[config.mk]
export PLATFORM = sky130hd
export DESIGN_NAME = fdsd_top
export DESIGN_NICKNAME = d
export VERILOG_FILES = /design/src/rtl/fdsd_pkg.sv /design/src/rtl/fdsd_tick.sv /design/src/rtl/fdsd_top.sv
export SDC_FILE = /design/constraint.sdc
export NUM_CORES = 2
export LEC_CHECK = 0
export ABC_AREA = 1
export BUFFER_PORTS_ARGS = -buffer_cell sky130_fd_sc_hd__buf_2
export CORE_MARGIN = 10
export CORE_UTILIZATION = 55
export CTS_BUF_LIST = sky130_fd_sc_hd__clkbuf_4 sky130_fd_sc_hd__clkbuf_8
export DETAILED_ROUTE_END_ITERATION = 7
export PLACE_DENSITY = 0.72
export SETUP_SLACK_MARGIN = 0.2
export SKIP_LAST_GASP = 1
export SYNTH_ARGS = -nofsm -noshare
export SYNTH_HDL_FRONTEND = slang
export SYNTH_SLANG_ARGS = --single-unit
export TNS_END_PERCENT = 50
[constraint.sdc]
create_clock -name aclk -period 254.8 [get_ports aclk]
set_input_delay 25.48 -clock aclk [delete_from_list [all_inputs] [get_ports aclk]]
set_output_delay 25.48 -clock aclk [all_outputs]
set_load 0.005 [all_outputs]
[src/rtl/fdsd_pkg.sv]
// fdsd_pkg: register map, field layouts, reset values and shared types of the field display decoder
// assumes a 32-bit AXI4-Lite slave with each register on one aligned word
package fdsd_pkg;
  // register byte offsets
  localparam logic [7:0] OFF_CTRL    = 8'h00;
  localparam logic [7:0] OFF_STATUS  = 8'h04;
  localparam logic [7:0] OFF_RANGE   = 8'h08;
  localparam logic [7:0] OFF_CHAN    = 8'h0c;
  localparam logic [7:0] OFF_PV      = 8'h10;
  localparam logic [7:0] OFF_DISP    = 8'h14;
  localparam logic [7:0] OFF_LIVE    = 8'h18;
  localparam logic [7:0] OFF_TEXT    = 8'h20;
  localparam logic [7:0] OFF_BIND    = 8'h40;
  // control fields and reset values
  localparam int CTRL_MODE_BIT   = 0;
  localparam int CTRL_NCH_LSB    = 4;
  localparam int CTRL_DWELL_LSB  = 8;
  localparam int CTRL_TLEN_LSB   = 16;
  localparam logic [31:0] CTRL_RESET = 32'h0000_0200;
  localparam logic [4:0]  DWELL_MIN  = 5'h02;
  localparam logic [4:0]  DWELL_MAX  = 5'h14;
  // quality thresholds
  localparam logic [7:0] QUAL_GOOD = 8'h80;
  localparam logic [7:0] QUAL_UNC  = 8'h40;
  // display geometry
  localparam int NUM_CH    = 8;
  localparam int TEXT_LEN  = 16;
  localparam int VIS_LEN   = 8;
  localparam int BAR_STEPS = 10;
  // timing
  localparam int CLK_HZ       = 100_000_000;
  localparam int SEC_CYCLES   = CLK_HZ;
  localparam int SCROLL_MS    = 500;
  localparam int SCROLL_CYCLES = (CLK_HZ / 1000) * SCROLL_MS;
  localparam int COMM_MS      = 100;
  localparam int COMM_CYCLES  = (CLK_HZ / 1000) * COMM_MS;
  // numeric area content kinds
  typedef enum logic [1:0] {
    FDSD_NUM_ANALOG = 2'h0,
    FDSD_NUM_DIGITAL = 2'h1,
    FDSD_NUM_FAIL = 2'h2,
    FDSD_NUM_BAD = 2'h3
  } fdsd_num_kind_t;
  // published value with its quality
  typedef struct packed {
    logic [7:0]  addr;
    logic [7:0]  index;
    logic [15:0] value;
    logic [7:0]  quality;
  } fdsd_pub_t;
  // display outputs
  typedef struct packed {
    logic [9:0]     bar;
    logic           under_arrow;
    logic           over_arrow;
    fdsd_num_kind_t kind;
    logic [2:0]     channel;
    logic [15:0]    number;
    logic           uncertain_sym;
    logic           bad_sym;
    logic           lock_sym;
    logic           comm_sym;
  } fdsd_disp_t;
endpackage

[src/rtl/fdsd_tick.sv]
// fdsd_tick: free running divider that emits a one-cycle tick every PERIOD cycles
// assumes a single clock and synchronous active-low reset
`timescale 1ns/1ps
`default_nettype none
module fdsd_tick #(
  parameter int PERIOD = 100_000_000
) (
  // clock and reset
  input  wire logic aclk,
  input  wire logic aresetn,
  // tick out
  output logic      tick
);
  localparam int CW = $clog2(PERIOD + 1);
  logic [CW-1:0] cnt_reg;

  // count down to zero, reload, pulse once per period
  always_ff @(posedge aclk) begin
    if (!aresetn) begin
      cnt_reg <= CW'(PERIOD - 1);
      tick    <= 1'b0;
    end else if (cnt_reg == '0) begin
      cnt_reg <= CW'(PERIOD - 1);
      tick    <= 1'b1;
    end else begin
      cnt_reg <= cnt_reg - 1'b1;
      tick    <= 1'b0;
    end
  end
endmodule
`default_nettype wire

[src/rtl/fdsd_top.sv]
// fdsd_top: display control of a bus-powered field indicator, registers over AXI4-Lite
// assumes published values arrive as single-cycle strobes from the fieldbus stack on aclk,
// and that the write-protect switch is an asynchronous pin
//
// Chosen here: register access over AXI4-Lite and the placing of the registers.
`timescale 1ns/1ps
`default_nettype none
// Behaviour
// - the bar graph shows the value from zero to one hundred percent in ten percent steps.
// - for a quality of 0x40 or more an underrange arrow lights below the configured range and an overrange arrow above it.
// - the numeric area cycles through up to eight values, each held two to twenty seconds.
// - the text area holds up to sixteen characters and scrolls as a marquee when too long.
// - a quality of 0x80 or more lights no quality symbol and leaves the display normal.
// - a quality from 0x40 up to below 0x80 lights the uncertain symbol.
// - a quality below 0x40 shows a bad marker and the channel number in the numeric area.
// - while a bad value is shown the text stays and the bar graph is blank.
// - listener mode keeps a list of live devices and binds up to eight channels by address.
// - block connection mode shows a value taken from an internal function block parameter.
// - the numeric area can show analog values, digital status and failure codes.
// - a hardware switch turns configuration write protection on or off.
module fdsd_top #(
  parameter int SEC_CYCLES    = fdsd_pkg::SEC_CYCLES,
  parameter int SCROLL_CYCLES = fdsd_pkg::SCROLL_CYCLES,
  parameter int COMM_CYCLES   = fdsd_pkg::COMM_CYCLES
) (
  // clock and reset
  input  wire logic               aclk,
  input  wire logic               aresetn,
  // axi4-lite write
  input  wire logic [7:0]         s_axi_awaddr,
  input  wire logic               s_axi_awvalid,
  output logic                    s_axi_awready,
  input  wire logic [31:0]        s_axi_wdata,
  input  wire logic [3:0]         s_axi_wstrb,
  input  wire logic               s_axi_wvalid,
  output logic                    s_axi_wready,
  output logic [1:0]              s_axi_bresp,
  output logic                    s_axi_bvalid,
  input  wire logic               s_axi_bready,
  // axi4-lite read
  input  wire logic [7:0]         s_axi_araddr,
  input  wire logic               s_axi_arvalid,
  output logic                    s_axi_arready,
  output logic [31:0]             s_axi_rdata,
  output logic [1:0]              s_axi_rresp,
  output logic                    s_axi_rvalid,
  input  wire logic               s_axi_rready,
  // fieldbus published values and function block parameter
  input  wire fdsd_pkg::fdsd_pub_t pub_data,
  input  wire logic               pub_valid,
  input  wire fdsd_pkg::fdsd_pub_t fb_data,
  input  wire logic               fb_valid,
  // write-protect switch pin
  input  wire logic               wp_switch,
  // display
  output fdsd_pkg::fdsd_disp_t    disp,
  output logic [7:0]              text_char [fdsd_pkg::VIS_LEN]
);
  localparam int NCH = fdsd_pkg::NUM_CH;
  localparam int TL  = fdsd_pkg::TEXT_LEN;

  // registers
  logic [31:0] ctrl_reg;
  logic [15:0] range_lo_reg;
  logic [15:0] range_hi_reg;
  logic [7:0]  bind_addr_reg [NCH];
  logic [7:0]  bind_idx_reg  [NCH];
  logic [1:0]  bind_kind_reg [NCH];
  logic [15:0] ch_val_reg    [NCH];
  logic [7:0]  ch_qual_reg   [NCH];
  logic [7:0]  text_reg      [TL];
  logic [255:0] live_reg;
  logic [1:0]  wp_sync_reg;
  logic        aw_hold_reg;
  logic        w_hold_reg;
  logic [7:0]  aw_addr_reg;
  logic [31:0] w_data_reg;
  logic [3:0]  w_strb_reg;

  wire logic       mode_fb = ctrl_reg[fdsd_pkg::CTRL_MODE_BIT];
  wire logic [2:0] nch_m1  = ctrl_reg[fdsd_pkg::CTRL_NCH_LSB +: 3];
  wire logic [4:0] dwell_raw = ctrl_reg[fdsd_pkg::CTRL_DWELL_LSB +: 5];
  wire logic [4:0] tlen    = ctrl_reg[fdsd_pkg::CTRL_TLEN_LSB +: 5];
  wire logic       wp_on   = wp_sync_reg[1];

  // write-protect pin through two flops
  always_ff @(posedge aclk) begin
    if (!aresetn) wp_sync_reg <= 2'b00;
    else wp_sync_reg <= {wp_sync_reg[0], wp_switch};
  end

  // writable offsets; text words above 0x2c are accepted but land nowhere
  logic wr_mapped;
  always_comb begin
    wr_mapped = (aw_addr_reg == fdsd_pkg::OFF_CTRL) || (aw_addr_reg == fdsd_pkg::OFF_RANGE) ||
                (aw_addr_reg[7:4] == fdsd_pkg::OFF_TEXT[7:4]) || (aw_addr_reg[7:4] == 4'h3) ||
                (aw_addr_reg[7:5] == fdsd_pkg::OFF_BIND[7:5]);
  end

  // write channel: address and data are taken independently, response after both
  wire logic do_write = aw_hold_reg && w_hold_reg && !s_axi_bvalid;
  always_ff @(posedge aclk) begin
    if (!aresetn) begin
      aw_hold_reg   <= 1'b0;
      w_hold_reg    <= 1'b0;
      aw_addr_reg   <= 8'h00;
      w_data_reg    <= 32'h0000_0000;
      w_strb_reg    <= 4'h0;
      s_axi_awready <= 1'b0;
      s_axi_wready  <= 1'b0;
      s_axi_bvalid  <= 1'b0;
      s_axi_bresp   <= 2'h0;
    end else begin
      s_axi_awready <= !aw_hold_reg && !s_axi_awready;
      s_axi_wready  <= !w_hold_reg && !s_axi_wready;
      if (s_axi_awvalid && s_axi_awready) begin
        aw_hold_reg <= 1'b1;
        aw_addr_reg <= s_axi_awaddr;
        s_axi_awready <= 1'b0;
      end
      if (s_axi_wvalid && s_axi_wready) begin
        w_hold_reg <= 1'b1;
        w_data_reg <= s_axi_wdata;
        w_strb_reg <= s_axi_wstrb;
        s_axi_wready <= 1'b0;
      end
      if (do_write) begin
        aw_hold_reg  <= 1'b0;
        w_hold_reg   <= 1'b0;
        s_axi_bvalid <= 1'b1;
        // protected config answers slverr; unmapped also slverr
        s_axi_bresp  <= (wp_on || !wr_mapped) ? 2'h2 : 2'h0;
      end else if (s_axi_bvalid && s_axi_bready) begin
        s_axi_bvalid <= 1'b0;
      end
    end
  end

  wire logic cfg_we = do_write && !wp_on;

  // byte-lane merge for word registers
  function automatic logic [31:0] merge(input logic [31:0] old, input logic [31:0] nw, input logic [3:0] st);
    logic [31:0] r;
    r = old;
    for (int b = 0; b < 4; b++) if (st[b]) r[8*b +: 8] = nw[8*b +: 8];
    return r;
  endfunction

  // control and range configuration
  always_ff @(posedge aclk) begin
    if (!aresetn) begin
      ctrl_reg     <= fdsd_pkg::CTRL_RESET;
      range_lo_reg <= 16'h0000;
      range_hi_reg <= 16'h03e8;
    end else if (cfg_we && aw_addr_reg == fdsd_pkg::OFF_CTRL) begin
      ctrl_reg <= merge(ctrl_reg, w_data_reg, w_strb_reg) & 32'h001f_1f71;
    end else if (cfg_we && aw_addr_reg == fdsd_pkg::OFF_RANGE) begin
      {range_hi_reg, range_lo_reg} <= merge({range_hi_reg, range_lo_reg}, w_data_reg, w_strb_reg);
    end
  end

  // per-channel bindings and captured values
  genvar g;
  generate
    for (g = 0; g < NCH; g++) begin : g_ch
      wire logic [7:0] bofs = fdsd_pkg::OFF_BIND + 8'(4 * g);
      wire logic lis_hit = !mode_fb && pub_valid && pub_data.addr == bind_addr_reg[g] &&
                           pub_data.index == bind_idx_reg[g];
      wire logic fb_hit = mode_fb && fb_valid && fb_data.index == bind_idx_reg[g];
      always_ff @(posedge aclk) begin
        if (!aresetn) begin
          bind_addr_reg[g] <= 8'h00;
          bind_idx_reg[g]  <= 8'h00;
          bind_kind_reg[g] <= 2'h0;
        end else if (cfg_we && aw_addr_reg == bofs) begin
          if (w_strb_reg[0]) bind_addr_reg[g] <= w_data_reg[7:0];
          if (w_strb_reg[1]) bind_idx_reg[g]  <= w_data_reg[15:8];
          if (w_strb_reg[2]) bind_kind_reg[g] <= w_data_reg[17:16];
        end
      end
      always_ff @(posedge aclk) begin
        if (!aresetn) begin
          ch_val_reg[g]  <= 16'h0000;
          ch_qual_reg[g] <= 8'h00;
        end else if (lis_hit) begin
          ch_val_reg[g]  <= pub_data.value;
          ch_qual_reg[g] <= pub_data.quality;
        end else if (fb_hit) begin
          ch_val_reg[g]  <= fb_data.value;
          ch_qual_reg[g] <= fb_data.quality;
        end
      end
    end
    for (g = 0; g < TL; g++) begin : g_txt
      wire logic [7:0] tofs = fdsd_pkg::OFF_TEXT + 8'(g & ~3);
      always_ff @(posedge aclk) begin
        if (!aresetn) text_reg[g] <= 8'h20;
        else if (cfg_we && aw_addr_reg == tofs && w_strb_reg[g % 4])
          text_reg[g] <= w_data_reg[8*(g%4) +: 8];
      end
    end
  endgenerate

  // live list: any publisher is marked present; entries only set, a vanished device stays listed until reset
  always_ff @(posedge aclk) begin
    if (!aresetn) live_reg <= '0;
    else live_reg <= live_reg | ((pub_valid ? 256'h1 : 256'h0) << pub_data.addr);
  end

  // timers
  logic sec_tick, scroll_tick;
  fdsd_tick #(.PERIOD(SEC_CYCLES)) u_sec (.aclk(aclk), .aresetn(aresetn), .tick(sec_tick));
  fdsd_tick #(.PERIOD(SCROLL_CYCLES)) u_scr (.aclk(aclk), .aresetn(aresetn), .tick(scroll_tick));

  // clamp dwell into two to twenty seconds
  wire logic [4:0] dwell = (dwell_raw < fdsd_pkg::DWELL_MIN) ? fdsd_pkg::DWELL_MIN :
                           (dwell_raw > fdsd_pkg::DWELL_MAX) ? fdsd_pkg::DWELL_MAX : dwell_raw;

  // channel cycling
  logic [2:0] cur_reg;
  logic [4:0] dwell_cnt_reg;
  always_ff @(posedge aclk) begin
    if (!aresetn) begin
      cur_reg       <= 3'h0;
      dwell_cnt_reg <= 5'h00;
    end else if (sec_tick) begin
      if (dwell_cnt_reg + 5'h01 >= dwell) begin
        dwell_cnt_reg <= 5'h00;
        cur_reg <= (cur_reg >= nch_m1) ? 3'h0 : cur_reg + 3'h1;
      end else begin
        dwell_cnt_reg <= dwell_cnt_reg + 5'h01;
      end
    end
  end

  // marquee offset; short text stays still
  logic [3:0] scroll_reg;
  always_ff @(posedge aclk) begin
    if (!aresetn) scroll_reg <= 4'h0;
    else if (tlen <= 5'(fdsd_pkg::VIS_LEN)) scroll_reg <= 4'h0;
    else if (scroll_tick) scroll_reg <= (5'(scroll_reg) + 5'h01 >= tlen) ? 4'h0 : scroll_reg + 4'h1;
  end

  generate
    for (g = 0; g < fdsd_pkg::VIS_LEN; g++) begin : g_vis
      wire logic [4:0] pos = 5'(scroll_reg) + 5'(g);
      always_ff @(posedge aclk) begin
        if (!aresetn) text_char[g] <= 8'h20;
        else if (pos < tlen) text_char[g] <= text_reg[pos[3:0]];
        else if (tlen > 5'(fdsd_pkg::VIS_LEN)) text_char[g] <= text_reg[4'(pos - tlen)];
        else text_char[g] <= 8'h20;
      end
    end
  endgenerate

  // communication activity stretch
  localparam int CCW = $clog2(COMM_CYCLES + 1);
  logic [CCW-1:0] comm_cnt_reg;
  wire logic rx_hit = (pub_valid && !mode_fb) || (fb_valid && mode_fb);
  always_ff @(posedge aclk) begin
    if (!aresetn) comm_cnt_reg <= '0;
    else if (rx_hit) comm_cnt_reg <= CCW'(COMM_CYCLES);
    else if (comm_cnt_reg != '0) comm_cnt_reg <= comm_cnt_reg - 1'b1;
  end

  // bar percent, range arrows, quality decode
  wire logic [15:0] cval = ch_val_reg[cur_reg];
  wire logic [7:0]  cq   = ch_qual_reg[cur_reg];
  wire logic        is_bad = cq < fdsd_pkg::QUAL_UNC;
  wire logic [15:0] span = range_hi_reg - range_lo_reg;
  wire logic [19:0] steps = (span == 16'h0) ? 20'h0 :
                            20'((32'(cval - range_lo_reg) * 32'(fdsd_pkg::BAR_STEPS)) / 32'(span));
  always_ff @(posedge aclk) begin
    if (!aresetn) begin
      disp <= '0;
    end else begin
      disp.under_arrow   <= !is_bad && cval < range_lo_reg;
      disp.over_arrow    <= !is_bad && cval > range_hi_reg;
      disp.uncertain_sym <= cq >= fdsd_pkg::QUAL_UNC && cq < fdsd_pkg::QUAL_GOOD;
      disp.bad_sym       <= is_bad;
      disp.channel       <= cur_reg;
      disp.number        <= cval;
      disp.kind          <= is_bad ? fdsd_pkg::FDSD_NUM_BAD : fdsd_pkg::fdsd_num_kind_t'(bind_kind_reg[cur_reg]);
      disp.lock_sym      <= wp_on;
      disp.comm_sym      <= comm_cnt_reg != '0;
      if (is_bad || cval < range_lo_reg) disp.bar <= 10'h000;
      else if (cval > range_hi_reg || steps >= 20'(fdsd_pkg::BAR_STEPS)) disp.bar <= 10'h3ff;
      else disp.bar <= 10'((11'h001 << steps[3:0]) - 11'h001);
    end
  end

  // read channel: one-cycle decode, slverr on unmapped
  always_ff @(posedge aclk) begin
    if (!aresetn) begin
      s_axi_arready <= 1'b0;
      s_axi_rvalid  <= 1'b0;
      s_axi_rdata   <= 32'h0000_0000;
      s_axi_rresp   <= 2'h0;
    end else begin
      s_axi_arready <= !s_axi_rvalid && !s_axi_arready;
      if (s_axi_arvalid && s_axi_arready) begin
        s_axi_arready <= 1'b0;
        s_axi_rvalid  <= 1'b1;
        s_axi_rresp   <= 2'h0;
        case (s_axi_araddr)
          fdsd_pkg::OFF_CTRL:   s_axi_rdata <= ctrl_reg;
          fdsd_pkg::OFF_STATUS: s_axi_rdata <= {25'h0, wp_on, comm_cnt_reg != '0, is_bad, cur_reg, 1'b0};
          fdsd_pkg::OFF_RANGE:  s_axi_rdata <= {range_hi_reg, range_lo_reg};
          fdsd_pkg::OFF_CHAN:   s_axi_rdata <= {8'h0, cq, cval};
          fdsd_pkg::OFF_DISP:   s_axi_rdata <= {20'h0, disp.bar, disp.over_arrow, disp.under_arrow};
          fdsd_pkg::OFF_LIVE:   s_axi_rdata <= {24'h0, 8'(count_live(live_reg))};
          default: begin
            if (s_axi_araddr[7:4] == fdsd_pkg::OFF_TEXT[7:4] || s_axi_araddr[7:4] == 4'h3)
              s_axi_rdata <= {text_reg[{s_axi_araddr[3:2], 2'h3}], text_reg[{s_axi_araddr[3:2], 2'h2}],
                              text_reg[{s_axi_araddr[3:2], 2'h1}], text_reg[{s_axi_araddr[3:2], 2'h0}]};
            else if (s_axi_araddr[7:5] == fdsd_pkg::OFF_BIND[7:5])
              s_axi_rdata <= {14'h0, bind_kind_reg[s_axi_araddr[4:2]], bind_idx_reg[s_axi_araddr[4:2]],
                              bind_addr_reg[s_axi_araddr[4:2]]};
            else begin
              s_axi_rdata <= 32'h0000_0000;
              s_axi_rresp <= 2'h2;
            end
          end
        endcase
      end else if (s_axi_rvalid && s_axi_rready) begin
        s_axi_rvalid <= 1'b0;
      end
    end
  end

  // number of live devices
  function automatic int count_live(input logic [255:0] v);
    int n;
    n = 0;
    for (int i = 0; i < 256; i++) n += int'(v[i]);
    return n;
  endfunction

  // checks
  bad_blanks_bar_a: assert property (@(posedge aclk) disable iff (!aresetn)
    is_bad |=> disp.bar == 10'h000 && disp.kind == fdsd_pkg::FDSD_NUM_BAD) else $error("bad value not blanking bar");
  good_no_sym_a: assert property (@(posedge aclk) disable iff (!aresetn)
    cq >= fdsd_pkg::QUAL_GOOD |=> !disp.uncertain_sym && !disp.bad_sym) else $error("good value lit a symbol");
  unc_sym_a: assert property (@(posedge aclk) disable iff (!aresetn)
    (cq >= 8'h40 && cq < 8'h80) |=> disp.uncertain_sym) else $error("uncertain symbol missing");
  bad_channel_a: assert property (@(posedge aclk) disable iff (!aresetn)
    is_bad |=> disp.bad_sym && disp.channel == $past(cur_reg)) else $error("bad channel not shown");
  lock_refuse_a: assert property (@(posedge aclk) disable iff (!aresetn)
    do_write && wp_on |=> s_axi_bvalid && s_axi_bresp == 2'h2 && $stable(ctrl_reg)) else $error("protected write accepted");
  arrow_excl_a: assert property (@(posedge aclk) disable iff (!aresetn)
    !(disp.under_arrow && disp.over_arrow)) else $error("both range arrows lit");
  comm_sym_a: assert property (@(posedge aclk) disable iff (!aresetn)
    rx_hit |=> ##1 disp.comm_sym) else $error("communication symbol not lit");
  chan_wrap_a: assert property (@(posedge aclk) disable iff (!aresetn)
    $changed(cur_reg) |-> $past(sec_tick) && (cur_reg == 3'h0 || cur_reg == $past(cur_reg) + 3'h1)) else $error("channel step wrong");
  bar_thermo_a: assert property (@(posedge aclk) disable iff (!aresetn)
    ((disp.bar + 10'h001) & disp.bar) == 10'h000 || disp.bar == 10'h3ff) else $error("bar not ten percent steps");
endmodule
`default_nettype wire

==> impl_summary.log <==
INFO  metric grt_use_total = 0.3724
INFO  metric dr_total_vias = 89,150
INFO  metric maxClockFrequency = 8.930 MHz
INFO  metric critPathMaxStageDelay = 0.73 ns
INFO  metric slew_limit_fails = 0
INFO  metric tightestPinTransition = 1.462 ns
INFO  metric floorplan.rows = 147
INFO  metric utilization = 0.5998
INFO  metric final_layout_size_suffix_gt1_frac = 0.1015
INFO  metric synth_largest_type_area_fraction = 0.1561
INFO  metric yosysTopAreaCell = edfxtp_1
INFO  metric wire_per_inst = approximately 24 um
INFO  metric fin_tns_setup = 0 ns
INFO  metric grt_first_pass_wirelength = 512,800 um
INFO  metric failing_checks = design-rule violations
INFO  metric detail_route.first_pass.iterations = 8
INFO  metric synth-main-ff-cell = dfxtp_1
INFO  metric timing.final.setup_violations = 0
INFO  metric worst_ep_required_time = 255.62 ns
INFO  metric design.core.area = 160,900 sq um
INFO  metric placement.io_buffers = 273
INFO  metric areaGrowthSynthToFinish = 8.107%
INFO  metric asyncSetResetFlopFracSynth = 0
INFO  metric viasPerCell = around 6
INFO  metric globalplace.congestion = around 1.1
INFO  metric cts_tree = done
INFO  metric ctsRootBufferMaster = clkbuf_8
INFO  metric synth.avg_cell_area = ~7.3 sq um
INFO  metric path_buf_inv = 138
INFO  metric grt.overflow.total = 0
INFO  metric critPathMaxFanout = 63
INFO  metric clock-sinks = 1,052
INFO  metric critical_path.top_delay_family = compound AO/OA/AOI/OAI gates
INFO  metric cap_violations = 0
INFO  metric grt_pass1_vias = 81,380
INFO  metric number_of_flops_mapped_to_enable_cells_by_yosys = 464
INFO  metric cp_dominant_cell_by_count = inv_1
INFO  metric nNetsFinal = 13,290
INFO  metric setup.worst_path.start_class = flip-flop
INFO  metric synthesized_flop_and_latch_total = 1,052
INFO  metric die-height = 422.9 um
INFO  metric clkSlewWorstSetupHoldPaths = 0.06 ns
INFO  metric design.portCount = 284
INFO  metric finalCriticalPeriod = between 100 and 150 ns
INFO  metric synthCells = about 12,000
INFO  metric synth_sequential_area_ratio = 0.2879
INFO  metric crit_arrival = 112.80 ns
INFO  metric cts.path.max_buffers = 3
INFO  metric rsz0062_at_grt = no
INFO  metric fin_hold_ws = 0.3971 ns
INFO  metric final_antenna_net_count = 0
INFO  metric post_cts_setup_repair_buffer_count = 0
INFO  metric tritoncts.num_buffers = between 150 and 200
INFO  metric setup.worst_path.class = flip-flop to flip-flop
INFO  metric share_of_the_clock_period_used_by_the_worst_path_after_layout = 0.4395
INFO  metric cts_resized = 0
INFO  metric critical_path.slowest_cell = inv_1
INFO  metric antenna_found_initial = 20
INFO  metric status = complete, but fails checks
INFO  metric htreeDepth = 4
INFO  metric synthesis.yosys.warnings = 0
INFO  metric crit_path_end_kind = flip-flop
INFO  metric place_hpwl = ~260,000 um
INFO  metric yosysUniqueCellTypes = 96
INFO  metric initial_detailed_routing_violation_count = 12,080
INFO  metric wire_length_reported_by_the_detailed_router = 350,100 um
INFO  metric largest_reg_flops = 256
INFO  metric detail_route.drc_violations = 1
INFO  metric report.final.hold_viol_count = 0
INFO  metric register_to_register_setup_slack = ~140 ns
INFO  metric full_die_area = 178,900 sq um
INFO  metric clock_skew = 0.06851 ns
INFO  metric maximum_number_of_pins_on_one_net_before_global_route_repair = 119
INFO  metric worst_skew_pair.late_latency = 0.98 ns
INFO  metric synthesis.area = just under 90,000 sq um
INFO  metric post_cts_hold_buffer_count = 0
INFO  metric slew_headroom = 0.02190
INFO  metric hp-class = flip-flop to flip-flop
INFO  metric yosys-top-cells-area = edfxtp_1 16%, dfxtp_1 13%, nand2_1 9.3%
INFO  metric dieWidth = approximately 420 um
INFO  metric initial_cell_density_of_the_core = 0.5548
path summary, 6_finish.rpt:
| kind | startpoint | end | depth (start not counted) |
|---|---|---|---|
| min | u_sec.cnt_reg[0]$_SDFF_PP1_ | u_sec.cnt_reg[0]$_SDFF_PP1_ | 1 |
| min reg2reg | u_sec.cnt_reg[0]$_SDFF_PP1_ | u_sec.cnt_reg[0]$_SDFF_PP1_ | 1 |
| max | flip-flop | disp[29]$_SDFF_PP0_ | 651 |
| max reg2reg | flip-flop | disp[29]$_SDFF_PP0_ | 651 |
logic make-up (layout without fill, tap and decap cells):
group,Yosys count,in the layout,share of synthesized area
AND/OR/NAND/NOR,4507,4507,0.2272
AO/OA/AOI/OAI,3062,3062,0.1959
buffers and inverters,2326,2530,0.1014
flip-flops,1052,1052,0.2879
adder cells (fa/ha/maj),810,810,0.1344
XOR/XNOR,470,470,0.04619
multiplexers,62,62,0.006951
other,1,11,0.00004200
layout make-up:
type	count	area, sq um
antenna	9	22.52
clock buffer	278	3463
clock inverter	68	670.6
fill	14850	64410
inverter	1734	6565
multi-input combinational	8913	54680
sequential	1052	25710
tap	2160	2703
timing repair buffer	450	2706
stage by stage:
stage          std cells  worst slack (ns)  area, sq um
2_1_floorplan      12290            159.48        89290
4_1_cts            14660            144.02        96500
3_3_place_gp       14310            147.56        92370
6_report           14660            142.81        96520
3_5_place_dp       14310            144.47        92370
5_1_grt            14660            131.63        96510
layout by cell type (no fill, tap or decap), types with 60 or more instances in the layout:
cell type  count
a21oi_1      835
dfxtp_1      585
nand2_1     2204
nor2_1      1071
buf_4        179
or2_2         60
edfxtp_1     464
nor3_1        91
mux2i_1       62
xor2_1       301
nand4_1      274
nand3_2       67
a31oi_1       98
o22ai_1      314
ha_1         560
nand3_1      405
buf_2        270
fa_1         249
a211oi_1      75
nand2_2      114
xnor2_1      158
clkbuf_8     220
o21bai_1      65
inv_1       1645
o21ai_0     1267
cells in the mapped netlist (57+ instances only):
master	instances
nor3_1	95
or2_2	60
a21oi_1	835
o22ai_1	314
a21o_1	57
buf_1	63
nor2_1	1076
edfxtp_1	464
fa_1	249
nand2_2	112
a211oi_1	75
ha_1	561
o21bai_1	65
nand2_1	2206
xnor2_1	164
inv_1	1651
clkbuf_1	492
nand4_1	274
mux2i_1	62
xor2_1	305
dfxtp_1	588
nand3_1	405
o21ai_0	1270
a31oi_1	98
nand3_2	67
worst reg2reg max path: cells and delay by family (launching register included):
| kind | cells | cell delay, ns |
|---|---|---|
| AND/OR/NAND/NOR | 198 | 26.99 |
| adder cells (fa/ha/maj) | 36 | 12.04 |
| buffers and inverters | 138 | 16.63 |
| flip-flops | 1 | 0.31 |
| XOR/XNOR | 1 | 0.27 |
| AO/OA/AOI/OAI | 278 | 55.60 |
layer usage:
layer  vias up  routed length [um]  GRT usage  part of all wire
met5         -                  83          0           0.00024
met4        12               24110     0.2174             0.069
met3       959               41830    0.09109              0.12
met2      5295              144300     0.5400              0.41
met1     41490              139800     0.5017              0.40
li1      41400                   -          -                 -
Power is left out: the tool's default activity adds up to more than one toggle a clock period on the data nets, which glitch-free logic cannot reach.
